[config.mk]
export PLATFORM = sky130hd
export DESIGN_NAME = device_end_flat
export DESIGN_NICKNAME = d
export VERILOG_FILES = /design/src/core/hpf_pkg.sv /design/src/core/hpf_if.sv /design/src/core/device_end.sv /design/src/core/byte_buffer.sv /design/src/flat_wrapper.sv
export VERILOG_INCLUDE_DIRS = /design/src /design/src/core
export SDC_FILE = /design/constraint.sdc
export NUM_CORES = 1
export LEC_CHECK = 0
export BUFFER_PORTS_ARGS = -buffer_cell sky130_fd_sc_hd__buf_2
export CAP_MARGIN = 10
export CORE_MARGIN = 2
export CORE_UTILIZATION = 45
export CTS_BUF_LIST = sky130_fd_sc_hd__clkbuf_2 sky130_fd_sc_hd__clkbuf_4 sky130_fd_sc_hd__clkbuf_8
export CTS_CLUSTER_SIZE = 20
export DETAILED_ROUTE_END_ITERATION = 16
export PLACE_DENSITY = 0.7
export SLEW_MARGIN = 20
export SYNTH_ARGS = -nofsm -noshare
export SYNTH_HDL_FRONTEND = slang
export SYNTH_SLANG_ARGS = --single-unit
[constraint.sdc]
create_clock -name clk -period 2.5 [get_ports clk]
set_input_delay 0.125 -clock clk [delete_from_list [all_inputs] [get_ports clk]]
set_output_delay 0.125 -clock clk [all_outputs]
set_load 0.005 [all_outputs]
[src/core/hpf_cfg.svh]
// offsets, field positions, codes and timing counts of the host port
`ifndef HPF_CFG_SVH
`define HPF_CFG_SVH

// input word flag positions
`define IN_STATUS_BIT       4'd8
`define IN_REPROCESS_BIT    4'd9
`define IN_VALID_BIT        4'd10
`define IN_PENDING_BIT      4'd11
`define IN_FIFO_ROOM_BIT    4'd12
`define IN_WRITE_READY_BIT  4'd13
`define IN_POLL_BIT         4'd14
`define IN_SUMMARY_BIT      4'd15

// output word control positions
`define OUT_CMD_BIT         4'd8
`define OUT_VALID_IE_BIT    4'd10
`define OUT_RESET_BIT       4'd11
`define OUT_ROOM_IE_BIT     4'd12
`define OUT_READY_IE_BIT    4'd13
`define OUT_HOST_IE_BIT     4'd15

// report and command layout
`define CMD_BYTES           3'd5
`define RPT_BYTES           3'd6
`define FATAL_MARK          8'hff
`define ERR_LO              8'h60
`define ERR_HI              8'h7f
`define CODE_POWER_FAIL     8'h61
`define CODE_IRQ_BASE       8'h60
`define CODE_TRAP           8'h70
`define CODE_POOL_FAULT     8'h7d
`define CMD_IFACE_TEST      8'h0f
`define PATTERN_B1          8'haa
`define PATTERN_B2          8'h55
`define PATTERN_B3          8'hff
`define PATTERN_B4          8'h00
`define CODE_PATTERN_BAD    8'h32

// timing
`define CLK_HZ              64'd100000000
`define MR_WAIT_S           64'd5
`define MR_WAIT_CYCLES      (`MR_WAIT_S * `CLK_HZ)

`endif

[src/core/hpf_pkg.sv]
// types shared by both ends of the host port
`include "hpf_cfg.svh"

package hpf_pkg;

    typedef logic [7:0]        byte_t;
    typedef logic [4:0][7:0]   cmd_block_t;
    typedef logic [5:0][7:0]   rpt_block_t;

    typedef enum logic [2:0]
    {
        DEV_RESET,
        DEV_INIT,
        DEV_NEED_TEST,
        DEV_NORMAL,
        DEV_WAIT_USER,
        DEV_FATAL
    } dev_state_e;

    typedef enum logic [2:0]
    {
        H_IDLE,
        H_MR,
        H_WAIT,
        H_SEND,
        H_READ,
        H_READY,
        H_DEAD
    } host_state_e;

    typedef enum logic [1:0]
    {
        MODE_USER,
        MODE_TEST,
        MODE_SELFTEST
    } host_mode_e;

endpackage

[src/core/hpf_if.sv]
// bit-addressed port between host and device, same clock
`timescale 1ns/10ps

interface hpf_if;
    logic [15:0] out_word;
    logic        out_wr;
    logic [15:0] in_word;
    logic        in_rd;

    modport device
    (
        input  out_word,
        input  out_wr,
        input  in_rd,
        output in_word
    );

    modport host
    (
        output out_word,
        output out_wr,
        output in_rd,
        input  in_word
    );
endinterface

[src/core/device_end.sv]
// device end of the host port: command intake, reports, fatal errors
`timescale 1ns/10ps
`include "hpf_cfg.svh"

module device_end
(
    // clock and reset
    input  wire logic                  clk,
    input  wire logic                  rst_b,
    // host port
    hpf_if.device                      port,
    // fatal event sources, their report data and init completion
    input  wire logic                  power_fail,
    input  wire logic [15:0]           bad_irq_level,
    input  wire logic                  trap_hit,
    input  wire logic                  pool_fault,
    input  wire logic                  selftest_fail,
    input  wire hpf_pkg::byte_t        selftest_code,
    input  wire logic [15:0]           saved_wp,
    input  wire logic [15:0]           saved_pc,
    input  wire logic                  init_done,
    // other input word sources
    input  wire logic                  receive_reprocess_flag,
    input  wire logic                  out_fifo_room_flag,
    input  wire logic                  poll_indicator,
    // command hand-off to firmware
    output logic                       cmd_valid,
    output hpf_pkg::cmd_block_t        cmd_bytes,
    input  wire logic                  done_valid,
    input  wire hpf_pkg::byte_t        done_code,
    input  wire logic [31:0]           done_info,
    // modem and status
    output logic                       modem_enable,
    output logic                       reset_pending_flag
);
    import hpf_pkg::*;

    typedef struct packed {
        dev_state_e  st;
        logic [2:0]  cmd_idx;
        cmd_block_t  cmd;
        rpt_block_t  rpt;
        logic [2:0]  rpt_idx;
        logic        rpt_busy;
        logic        out_rdy;
        logic        modem_ok;
        logic        pass_cmd;
        logic [15:0] in_word;
    } dev_s;

    dev_s       s_q;
    dev_s       s_d;
    logic       buf_in_ready;
    logic       buf_out_valid;
    logic [8:0] buf_out_data;
    logic       pop;

    ////////////////////////////////////////////////////////////////////////////
    // command byte buffer

    byte_buffer u_buf
    (
        .clk       (clk),
        .rst_b     (rst_b),
        .in_valid  (port.out_wr),
        .in_ready  (buf_in_ready),
        .in_data   (port.out_word[8:0]),
        .out_valid (buf_out_valid),
        .out_ready (pop),
        .out_data  (buf_out_data)
    );

    ////////////////////////////////////////////////////////////////////////////
    // next state

    function automatic byte_t irq_code(input logic [15:0] lvl);
        byte_t c;
        c = 8'h00;
        for (int i = 15; i >= 3; i--)
        begin
            if (lvl[i] && i != 4)
            begin
                c = `CODE_IRQ_BASE + 8'(i);
            end
        end
        return c;
    endfunction

    always_comb
    begin
        cmd_block_t c;
        byte_t      fcode;
        logic       mism;
        logic       fatal;
        logic       ready_bit;
        c     = s_q.cmd;
        fcode = 8'h00;
        mism  = 1'b0;
        fatal = 1'b0;
        ready_bit = 1'b0;
        pop   = 1'b0;
        s_d   = s_q;
        s_d.pass_cmd = 1'b0;

        if (s_q.rpt_busy && port.in_rd)
        begin
            if (s_q.rpt_idx == `RPT_BYTES - 3'd1)
            begin
                s_d.rpt_busy = 1'b0;
            end
            else
            begin
                s_d.rpt_idx = s_q.rpt_idx + 3'd1;
            end
        end

        // run-time fatal sources, highest priority first
        if (s_q.st == DEV_NEED_TEST || s_q.st == DEV_NORMAL || s_q.st == DEV_WAIT_USER)
        begin
            if (power_fail)
            begin
                fatal        = 1'b1;
                fcode        = `CODE_POWER_FAIL;
                s_d.modem_ok = 1'b0;
            end
            else if (irq_code(bad_irq_level) != 8'h00)
            begin
                fatal = 1'b1;
                fcode = irq_code(bad_irq_level);
            end
            else if (trap_hit)
            begin
                fatal = 1'b1;
                fcode = `CODE_TRAP;
            end
        end

        case (s_q.st)
            DEV_RESET:
            begin
                s_d.st = DEV_INIT;
            end
            DEV_INIT:
            begin
                if (selftest_fail)
                begin
                    s_d.st       = DEV_FATAL;
                    s_d.rpt      = {selftest_code, 32'h0, `FATAL_MARK};
                    s_d.rpt_busy = 1'b1;
                    s_d.rpt_idx  = 3'd0;
                end
                else if (pool_fault)
                begin
                    s_d.st       = DEV_FATAL;
                    s_d.rpt      = {`CODE_POOL_FAULT, 32'h0, `FATAL_MARK};
                    s_d.rpt_busy = 1'b1;
                    s_d.rpt_idx  = 3'd0;
                end
                else if (init_done)
                begin
                    s_d.st      = DEV_NEED_TEST;
                    s_d.out_rdy = 1'b1;
                end
            end
            DEV_NEED_TEST, DEV_NORMAL:
            begin
                if (!fatal && buf_out_valid && !s_q.rpt_busy)
                begin
                    pop         = 1'b1;
                    s_d.out_rdy = 1'b1;
                    if (buf_out_data[8])
                    begin
                        c[0]        = buf_out_data[7:0];
                        s_d.cmd_idx = 3'd1;
                    end
                    else if (s_q.cmd_idx != 3'd0)
                    begin
                        c[s_q.cmd_idx] = buf_out_data[7:0];
                        s_d.cmd_idx    = s_q.cmd_idx + 3'd1;
                        if (s_q.cmd_idx == `CMD_BYTES - 3'd1)
                        begin
                            s_d.cmd_idx = 3'd0;
                            if (c[0] == `CMD_IFACE_TEST)
                            begin
                                mism = c[1] != `PATTERN_B1 || c[2] != `PATTERN_B2 ||
                                       c[3] != `PATTERN_B3 || c[4] != `PATTERN_B4;
                                s_d.rpt      = {mism ? `CODE_PATTERN_BAD : 8'h00,
                                                c[4], c[3], c[2], c[1], c[0]};
                                s_d.rpt_busy = 1'b1;
                                s_d.rpt_idx  = 3'd0;
                                if (!mism)
                                begin
                                    s_d.st = DEV_NORMAL;
                                end
                            end
                            else if (s_q.st == DEV_NORMAL)
                            begin
                                s_d.pass_cmd = 1'b1;
                                s_d.st       = DEV_WAIT_USER;
                            end
                        end
                    end
                    s_d.cmd = c;
                end
            end
            DEV_WAIT_USER:
            begin
                if (!fatal && done_valid)
                begin
                    s_d.rpt[0] = (done_code >= `ERR_LO && done_code <= `ERR_HI) ?
                                 {1'b1, s_q.cmd[0][6:0]} : s_q.cmd[0];
                    s_d.rpt[4:1] = done_info;
                    s_d.rpt[5]   = done_code;
                    s_d.rpt_busy = 1'b1;
                    s_d.rpt_idx  = 3'd0;
                    s_d.st       = DEV_NORMAL;
                end
            end
            DEV_FATAL:
            begin
                pop         = buf_out_valid;
                s_d.out_rdy = 1'b1;
            end
            default:
            begin
                s_d.st = DEV_RESET;
            end
        endcase

        if (fatal)
        begin
            s_d.st       = DEV_FATAL;
            s_d.rpt      = {fcode, saved_pc, saved_wp, `FATAL_MARK};
            s_d.rpt_busy = 1'b1;
            s_d.rpt_idx  = 3'd0;
            s_d.cmd_idx  = 3'd0;
        end

        if (port.out_wr)
        begin
            s_d.out_rdy = 1'b0;
        end

        if (port.out_word[`OUT_RESET_BIT])
        begin
            s_d          = '0;
            s_d.st       = DEV_RESET;
            s_d.modem_ok = 1'b1;
            pop          = buf_out_valid;
        end
        // input word, registered
        ready_bit = s_d.out_rdy && buf_in_ready;
        s_d.in_word = '0;
        s_d.in_word[7:0] = s_d.rpt_busy ? s_d.rpt[s_d.rpt_idx] : 8'h00;
        s_d.in_word[`IN_STATUS_BIT]      = s_d.rpt_busy;
        s_d.in_word[`IN_REPROCESS_BIT]   = receive_reprocess_flag;
        s_d.in_word[`IN_VALID_BIT]       = s_d.rpt_busy;
        s_d.in_word[`IN_PENDING_BIT]     = s_d.st == DEV_RESET || s_d.st == DEV_INIT ||
                                           s_d.st == DEV_FATAL;
        s_d.in_word[`IN_FIFO_ROOM_BIT]   = out_fifo_room_flag;
        s_d.in_word[`IN_WRITE_READY_BIT] = ready_bit;
        s_d.in_word[`IN_POLL_BIT]        = poll_indicator;
        s_d.in_word[`IN_SUMMARY_BIT]     = port.out_word[`OUT_HOST_IE_BIT] && (
            (s_d.rpt_busy && port.out_word[`OUT_VALID_IE_BIT]) ||
            (out_fifo_room_flag && port.out_word[`OUT_ROOM_IE_BIT]) ||
            (ready_bit && port.out_word[`OUT_READY_IE_BIT]));
    end

    ////////////////////////////////////////////////////////////////////////////
    // state register and outputs

    always_ff @(posedge clk or negedge rst_b)
    begin
        if (!rst_b)
        begin
            s_q          <= '0;
            s_q.st       <= DEV_RESET;
            s_q.modem_ok <= 1'b1;
        end
        else
        begin
            s_q <= s_d;
        end
    end

    assign port.in_word        = s_q.in_word;
    assign cmd_valid           = s_q.pass_cmd;
    assign cmd_bytes           = s_q.cmd;
    assign modem_enable        = s_q.modem_ok;
    assign reset_pending_flag  = s_q.in_word[`IN_PENDING_BIT];
endmodule

[src/core/byte_buffer.sv]
// two-entry buffer for command bytes written by the host
`timescale 1ns/10ps

module byte_buffer
(
    // clock and reset
    input  wire logic       clk,
    input  wire logic       rst_b,
    // filling side
    input  wire logic       in_valid,
    output logic            in_ready,
    input  wire logic [8:0] in_data,
    // draining side
    output logic            out_valid,
    input  wire logic       out_ready,
    output logic [8:0]      out_data
);
    typedef struct packed {
        logic [1:0][8:0] mem;
        logic            wr_ptr;
        logic            rd_ptr;
        logic [1:0]      count;
    } buf_s;

    buf_s s_q;
    buf_s s_d;

    assign in_ready  = (s_q.count != 2'd2);
    assign out_valid = (s_q.count != 2'd0);
    assign out_data  = s_q.mem[s_q.rd_ptr];

    always_comb
    begin
        logic push;
        logic pop;
        push = in_valid && in_ready;
        pop  = out_valid && out_ready;
        s_d  = s_q;
        if (push)
        begin
            s_d.mem[s_q.wr_ptr] = in_data;
            s_d.wr_ptr          = ~s_q.wr_ptr;
        end
        if (pop)
        begin
            s_d.rd_ptr = ~s_q.rd_ptr;
        end
        s_d.count = s_q.count + 2'(push) - 2'(pop);
    end

    always_ff @(posedge clk or negedge rst_b)
    begin
        if (!rst_b)
        begin
            s_q <= '0;
        end
        else
        begin
            s_q <= s_d;
        end
    end
endmodule

[src/flat_wrapper.sv]
// flat-port wrapper written by rule: the top's interface ports become plain ports
module device_end_flat import hpf_pkg::*;
  (clk, rst_b, power_fail, bad_irq_level, trap_hit, pool_fault, selftest_fail, selftest_code, saved_wp, saved_pc, init_done, receive_reprocess_flag, out_fifo_room_flag, poll_indicator, cmd_valid, cmd_bytes, done_valid, done_code, done_info, modem_enable, reset_pending_flag, port_out_word, port_out_wr, port_in_rd, port_in_word);
  hpf_if port_i ();
  input  wire logic clk;
  input  wire logic rst_b;
  input  wire logic power_fail;
  input  wire logic [15:0] bad_irq_level;
  input  wire logic trap_hit;
  input  wire logic pool_fault;
  input  wire logic selftest_fail;
  input  wire hpf_pkg::byte_t selftest_code;
  input  wire logic [15:0] saved_wp;
  input  wire logic [15:0] saved_pc;
  input  wire logic init_done;
  input  wire logic receive_reprocess_flag;
  input  wire logic out_fifo_room_flag;
  input  wire logic poll_indicator;
  output logic cmd_valid;
  output hpf_pkg::cmd_block_t cmd_bytes;
  input  wire logic done_valid;
  input  wire hpf_pkg::byte_t done_code;
  input  wire logic [31:0] done_info;
  output logic modem_enable;
  output logic reset_pending_flag;
  input wire logic [$bits(port_i.out_word)-1:0] port_out_word;
  input wire logic [$bits(port_i.out_wr)-1:0] port_out_wr;
  input wire logic [$bits(port_i.in_rd)-1:0] port_in_rd;
  output wire logic [$bits(port_i.in_word)-1:0] port_in_word;
  assign port_i.out_word = port_out_word;
  assign port_i.out_wr = port_out_wr;
  assign port_i.in_rd = port_in_rd;
  assign port_in_word = port_i.in_word;
  device_end u_core (.clk(clk), .rst_b(rst_b), .port(port_i), .power_fail(power_fail), .bad_irq_level(bad_irq_level), .trap_hit(trap_hit), .pool_fault(pool_fault), .selftest_fail(selftest_fail), .selftest_code(selftest_code), .saved_wp(saved_wp), .saved_pc(saved_pc), .init_done(init_done), .receive_reprocess_flag(receive_reprocess_flag), .out_fifo_room_flag(out_fifo_room_flag), .poll_indicator(poll_indicator), .cmd_valid(cmd_valid), .cmd_bytes(cmd_bytes), .done_valid(done_valid), .done_code(done_code), .done_info(done_info), .modem_enable(modem_enable), .reset_pending_flag(reset_pending_flag));
endmodule
==> results.sh <==
export IMPL_status="complete, but fails checks"
export IMPL_violations="hold timing, setup timing"
export IMPL_cts_reportedPaths_clkPinSlew_ns=0.08
export IMPL_timing_fmax_ghz=0.374
export IMPL_grt_pass1_wl_um=56300
export IMPL_routabilityCongestion=1.01
export IMPL_cts_buffers=17
export IMPL_finalWirelength_um=37900
export IMPL_reg2reg_setup_slack_ns=-0.17
export IMPL_worst_setup_path_start_kind="register"
export IMPL_grt_remaining_overflow=0
export IMPL_max_cap_violations=0
export IMPL_critPathRequiredTime_ns=2.83
export IMPL_gr_usage_all_layers_pct=36.6
export IMPL_synth_net_count=1106
export IMPL_totalNegativeSetupSlack_ns=-1.21
export IMPL_timing_critical_path_to_type="register"
export IMPL_layout_filler_cells=1520
export IMPL_worst_path_max_fanout=5
export IMPL_fp_row_count=51
export IMPL_drive_above_1_share_pct=46.5
export IMPL_placement_stage_worst_setup_slack_ns=-0.408
export IMPL_initial_utilization_pct=45.6
export IMPL_final_cell_area_mm2=0.0132
export IMPL_clock_root_buffer="sky130_fd_sc_hd__clkbuf_8"
export IMPL_whs_ns=-0.000837
export IMPL_setup_repair_after_global_routing_missed_its_margin="yes"
export IMPL_cell_type_with_the_largest_total_area_after_synthesis="sky130_fd_sc_hd__dfrtp_1"
export IMPL_antenna_found_initial=0
export IMPL_synth_most_common_cell="sky130_fd_sc_hd__dfrtp_1"
export IMPL_timing_rr_end="u_core.port.in_word[5]"
export IMPL_synth_cell_types=87
export IMPL_timing_final_setup_violations=12
export IMPL_critical_path_n_buffers_inverters=3
export IMPL_warnings_from_yosys=0
export IMPL_post_synth_inst_count=974
export IMPL_placement_io_buffers=177
export IMPL_hold_viol=1
export IMPL_footprint_of_the_multi_input_gates_mm2=0.00522
export IMPL_diodes=0
export IMPL_placed_area_mm2=0.0116
export IMPL_timing_setup_critical_path_class="reg2reg"
export IMPL_worst_hold_path_endpoint="u_core.s_q[40]"
export IMPL_synth_area_top_cells="sky130_fd_sc_hd__dfrtp_1 (39%), sky130_fd_sc_hd__buf_4 (5.1%), sky130_fd_sc_hd__mux2_2 (3.8%), sky130_fd_sc_hd__nor2_1 (3.7%), sky130_fd_sc_hd__o21ai_0 (3.6%)"
export IMPL_area_growth_syn_to_layout_pct=50.3
export IMPL_holdPathStages=3
export IMPL_synth_seq_cells=137
export IMPL_h_tree_level_count=4
export IMPL_drt_pass1_iterations=8
export IMPL_synth_ff_type="sky130_fd_sc_hd__dfrtp_1"
export IMPL_fin_crit_sh_pct=107
export IMPL_fin_nets=1528
export IMPL_cellLeakagePower_uw=0.00608
export IMPL_final_count_of_pins_violating_max_slew=0
export IMPL_post_synth_instance_area_mm2=0.00881
export IMPL_worst_r2r_cell_count=11
export IMPL_max_clock_path_buffers=2
export IMPL_ant_nets=0
export IMPL_synthDominantCellAreaShare_pct=38.6
export IMPL_io_pins=184
export IMPL_worst_hold_startpoint="saved_wp[9]"
export IMPL_power_density_cell_area_mw_per_mm2=722
export IMPL_ys_async_sr_fraction_pct=100
export IMPL_detail_route_drc_violations=0
export IMPL_hpwl_after_dpl_um=28300
export IMPL_critPathTopFamily="compound AO/OA/AOI/OAI gates"
export IMPL_hold_path_class="in2reg"
export IMPL_critPathSlowestCell="sky130_fd_sc_hd__dfrtp_2"
export IMPL_maximum_number_of_pins_on_one_net_before_global_route_repair=72
export IMPL_drt_vias_per_instance=6.05
export IMPL_most_frequent_cells_after_synthesis="sky130_fd_sc_hd__dfrtp_1 (136), sky130_fd_sc_hd__nor2_1 (87), sky130_fd_sc_hd__nand2_1 (84), sky130_fd_sc_hd__o21ai_0 (64), sky130_fd_sc_hd__buf_4 (60)"
export IMPL_min_period_ns=2.67
export IMPL_vdd_ir_drop_max_mv=0.425
export IMPL_drt_initial_drc_count=1282
export IMPL_synth_sequential_area_ratio_pct=38.9
export IMPL_coreArea_mm2=0.0193
export IMPL_crit_chain="bufbuf_16 > buf_4 > nor3b_1 > o21ai_0 > a211oi_1 > nand4_1 > o311ai_4 > buf_6 > nand4_1 > nand2_1 > nand4_1"
export IMPL_highest_cell_delay_on_the_worst_timing_path_ns=0.42
export IMPL_post_synth_edffs=0
export IMPL_die_area_mm2=0.0207
export IMPL_wl_per_cell_um=22.6
export IMPL_dieWidth_um=144
export IMPL_clock_sink_count=137
export IMPL_tritoncts="yes"
export IMPL_tightestPinTransition_ns=0.687
export IMPL_die_y_um=144
export IMPL_synth_avg_cell_area_um2=9.05
export IMPL_dr_vias=10100
export IMPL_area_occupied_by_registers_mm2=0.00344
export IMPL_maxSlewHeadroom_pct=53.9
export IMPL_crit_top_cell="sky130_fd_sc_hd__nand4_1"
export IMPL_clock_tree_skew_after_final_layout_ns=0.0125
export IMPL_grt_pass1_vias=9642
export IMPL_source_to_sink_clock_delay_at_the_later_pin_of_the_worst_skew_pair_ns=0.47
export IMPL_timing_final_ws_setup_ns=-0.174
export IMPL_crit_arrival_ns=3.01
export IMPL_crit_reg2reg_launch="u_core.u_buf.s_q[2]"
[what timing repair did]
| action | CTS | global route |
|---|---|---|
| pin swaps | 44 | 9 |
| endpoints found under the hold margin | 111 | 0 |
| endpoints found under the setup margin | 31 | 39 |
| hold buffers | 41 | 0 |
| resized for setup | 92 | 41 |
| gates cloned | 2 | 0 |
| setup buffers | 21 | 5 |
[final cells by class]
class                   count  share of cell area (%)
clock buffers              20                    1.98
multi-input cells         707                    39.4
flip-flops and latches    137                    25.9
well taps                 265                    2.50
inverters                  16                   0.510
repair buffers            517                    28.5
clock inverters            12                    1.23
[worst min-delay path, stage by stage]
cell                        delay [ns]
sky130_fd_sc_hd__buf_2            0.08
sky130_fd_sc_hd__a2bb2oi_1        0.07
sky130_fd_sc_hd__o21ai_0          0.15
[logic make-up (layout without fill, tap and decap cells)]
logic type	after synthesis	in the layout	synth area share [%]
multiplexers	53	53	6.45
XOR/XNOR	7	7	0.696
buffers and inverters	130	565	8.55
flip-flops	137	137	38.9
AND/OR/NAND/NOR	305	305	17.4
adder cells (fa/ha/maj)	7	7	0.994
AO/OA/AOI/OAI	335	335	27.0
[cell usage in the layout, fill, tap and decap left out, types with 5 or more instances in the layout]
master	count
sky130_fd_sc_hd__dfrtp_1	131
sky130_fd_sc_hd__xnor2_1	5
sky130_fd_sc_hd__a221oi_1	10
sky130_fd_sc_hd__buf_2	176
sky130_fd_sc_hd__o211ai_1	13
sky130_fd_sc_hd__buf_4	273
sky130_fd_sc_hd__mux2i_1	15
sky130_fd_sc_hd__nand2b_1	6
sky130_fd_sc_hd__ha_1	6
sky130_fd_sc_hd__a211o_1	8
sky130_fd_sc_hd__nor2_1	84
sky130_fd_sc_hd__nand4_1	13
sky130_fd_sc_hd__a31oi_1	13
sky130_fd_sc_hd__mux2_2	26
sky130_fd_sc_hd__nand2_1	76
sky130_fd_sc_hd__a21oi_1	48
sky130_fd_sc_hd__nand2_2	6
sky130_fd_sc_hd__o21ai_0	55
sky130_fd_sc_hd__o32ai_1	6
sky130_fd_sc_hd__a211oi_2	6
sky130_fd_sc_hd__buf_12	10
sky130_fd_sc_hd__mux2i_2	5
sky130_fd_sc_hd__a211oi_1	20
sky130_fd_sc_hd__a22o_1	21
sky130_fd_sc_hd__clkbuf_8	18
sky130_fd_sc_hd__and2_1	6
sky130_fd_sc_hd__buf_6	14
sky130_fd_sc_hd__dfrtp_2	5
sky130_fd_sc_hd__nor4_2	6
sky130_fd_sc_hd__nor3_1	16
sky130_fd_sc_hd__o21ai_1	12
sky130_fd_sc_hd__nand3_1	22
sky130_fd_sc_hd__dlygate4sd3_1	41
sky130_fd_sc_hd__o31ai_1	14
sky130_fd_sc_hd__inv_1	12
sky130_fd_sc_hd__o21a_1	13
[layer usage]
metal | global-route usage (%) | up-vias | part of all wire (%)
li1 | - | 4468 | -
met2 | 56.0 | 654 | 45
met5 | 0 | - | 0
met4 | 12.5 | 0 | 3.5
met3 | 7.66 | 119 | 9.7
met1 | 51.5 | 4880 | 42
[power by group]
part           total [µW]  leakage (µW)  switching [µW]  internal (µW)
clock network        2040      0.000212             994           1050
logic                4570       0.00408            2370           2200
registers            2960       0.00179             362           2590
total                9570       0.00608            3730           5840
[state kept, by name, indices dropped and copies added, names as in the netlist]
signal,count
u_core.cmd_bytes,40
u_core.modem_enable,1
u_core.u_buf.s_q,22
u_core.cmd_valid,1
u_core.s_q,58
u_core.port.in_word,15
[stage by stage]
| step | utilization (%) | std cells | total power (µW) |
|---|---|---|---|
| final | 68.5 | 1674 | 9570 |
| after CTS | 67.3 | 1669 | 9250 |
| after detailed placement | 60.0 | 1573 | 6850 |
| after floorplan | - | 974 | 4790 |
| after global placement | 60.0 | 1573 | 6800 |
| after global routing | 68.5 | 1674 | 9920 |
[worst max-delay path by stage]
stage                     cells past startpoint  slack, ns                     end                start
after detailed placement                     12      -0.41  u_core.port.in_word[4]           power_fail
final                                        11      -0.17  u_core.port.in_word[5]  u_core.u_buf.s_q[2]
after floorplan                              12      -0.04     u_core.u_buf.s_q[1]           power_fail
after global placement                       10      -0.36  u_core.port.in_word[5]           power_fail
after global routing                         11      -0.29  u_core.port.in_word[5]  u_core.u_buf.s_q[2]
after CTS                                    12      -0.11  u_core.port.in_word[5]      u_core.s_q[112]
Note: power is estimated with default switching activity, not from simulation.
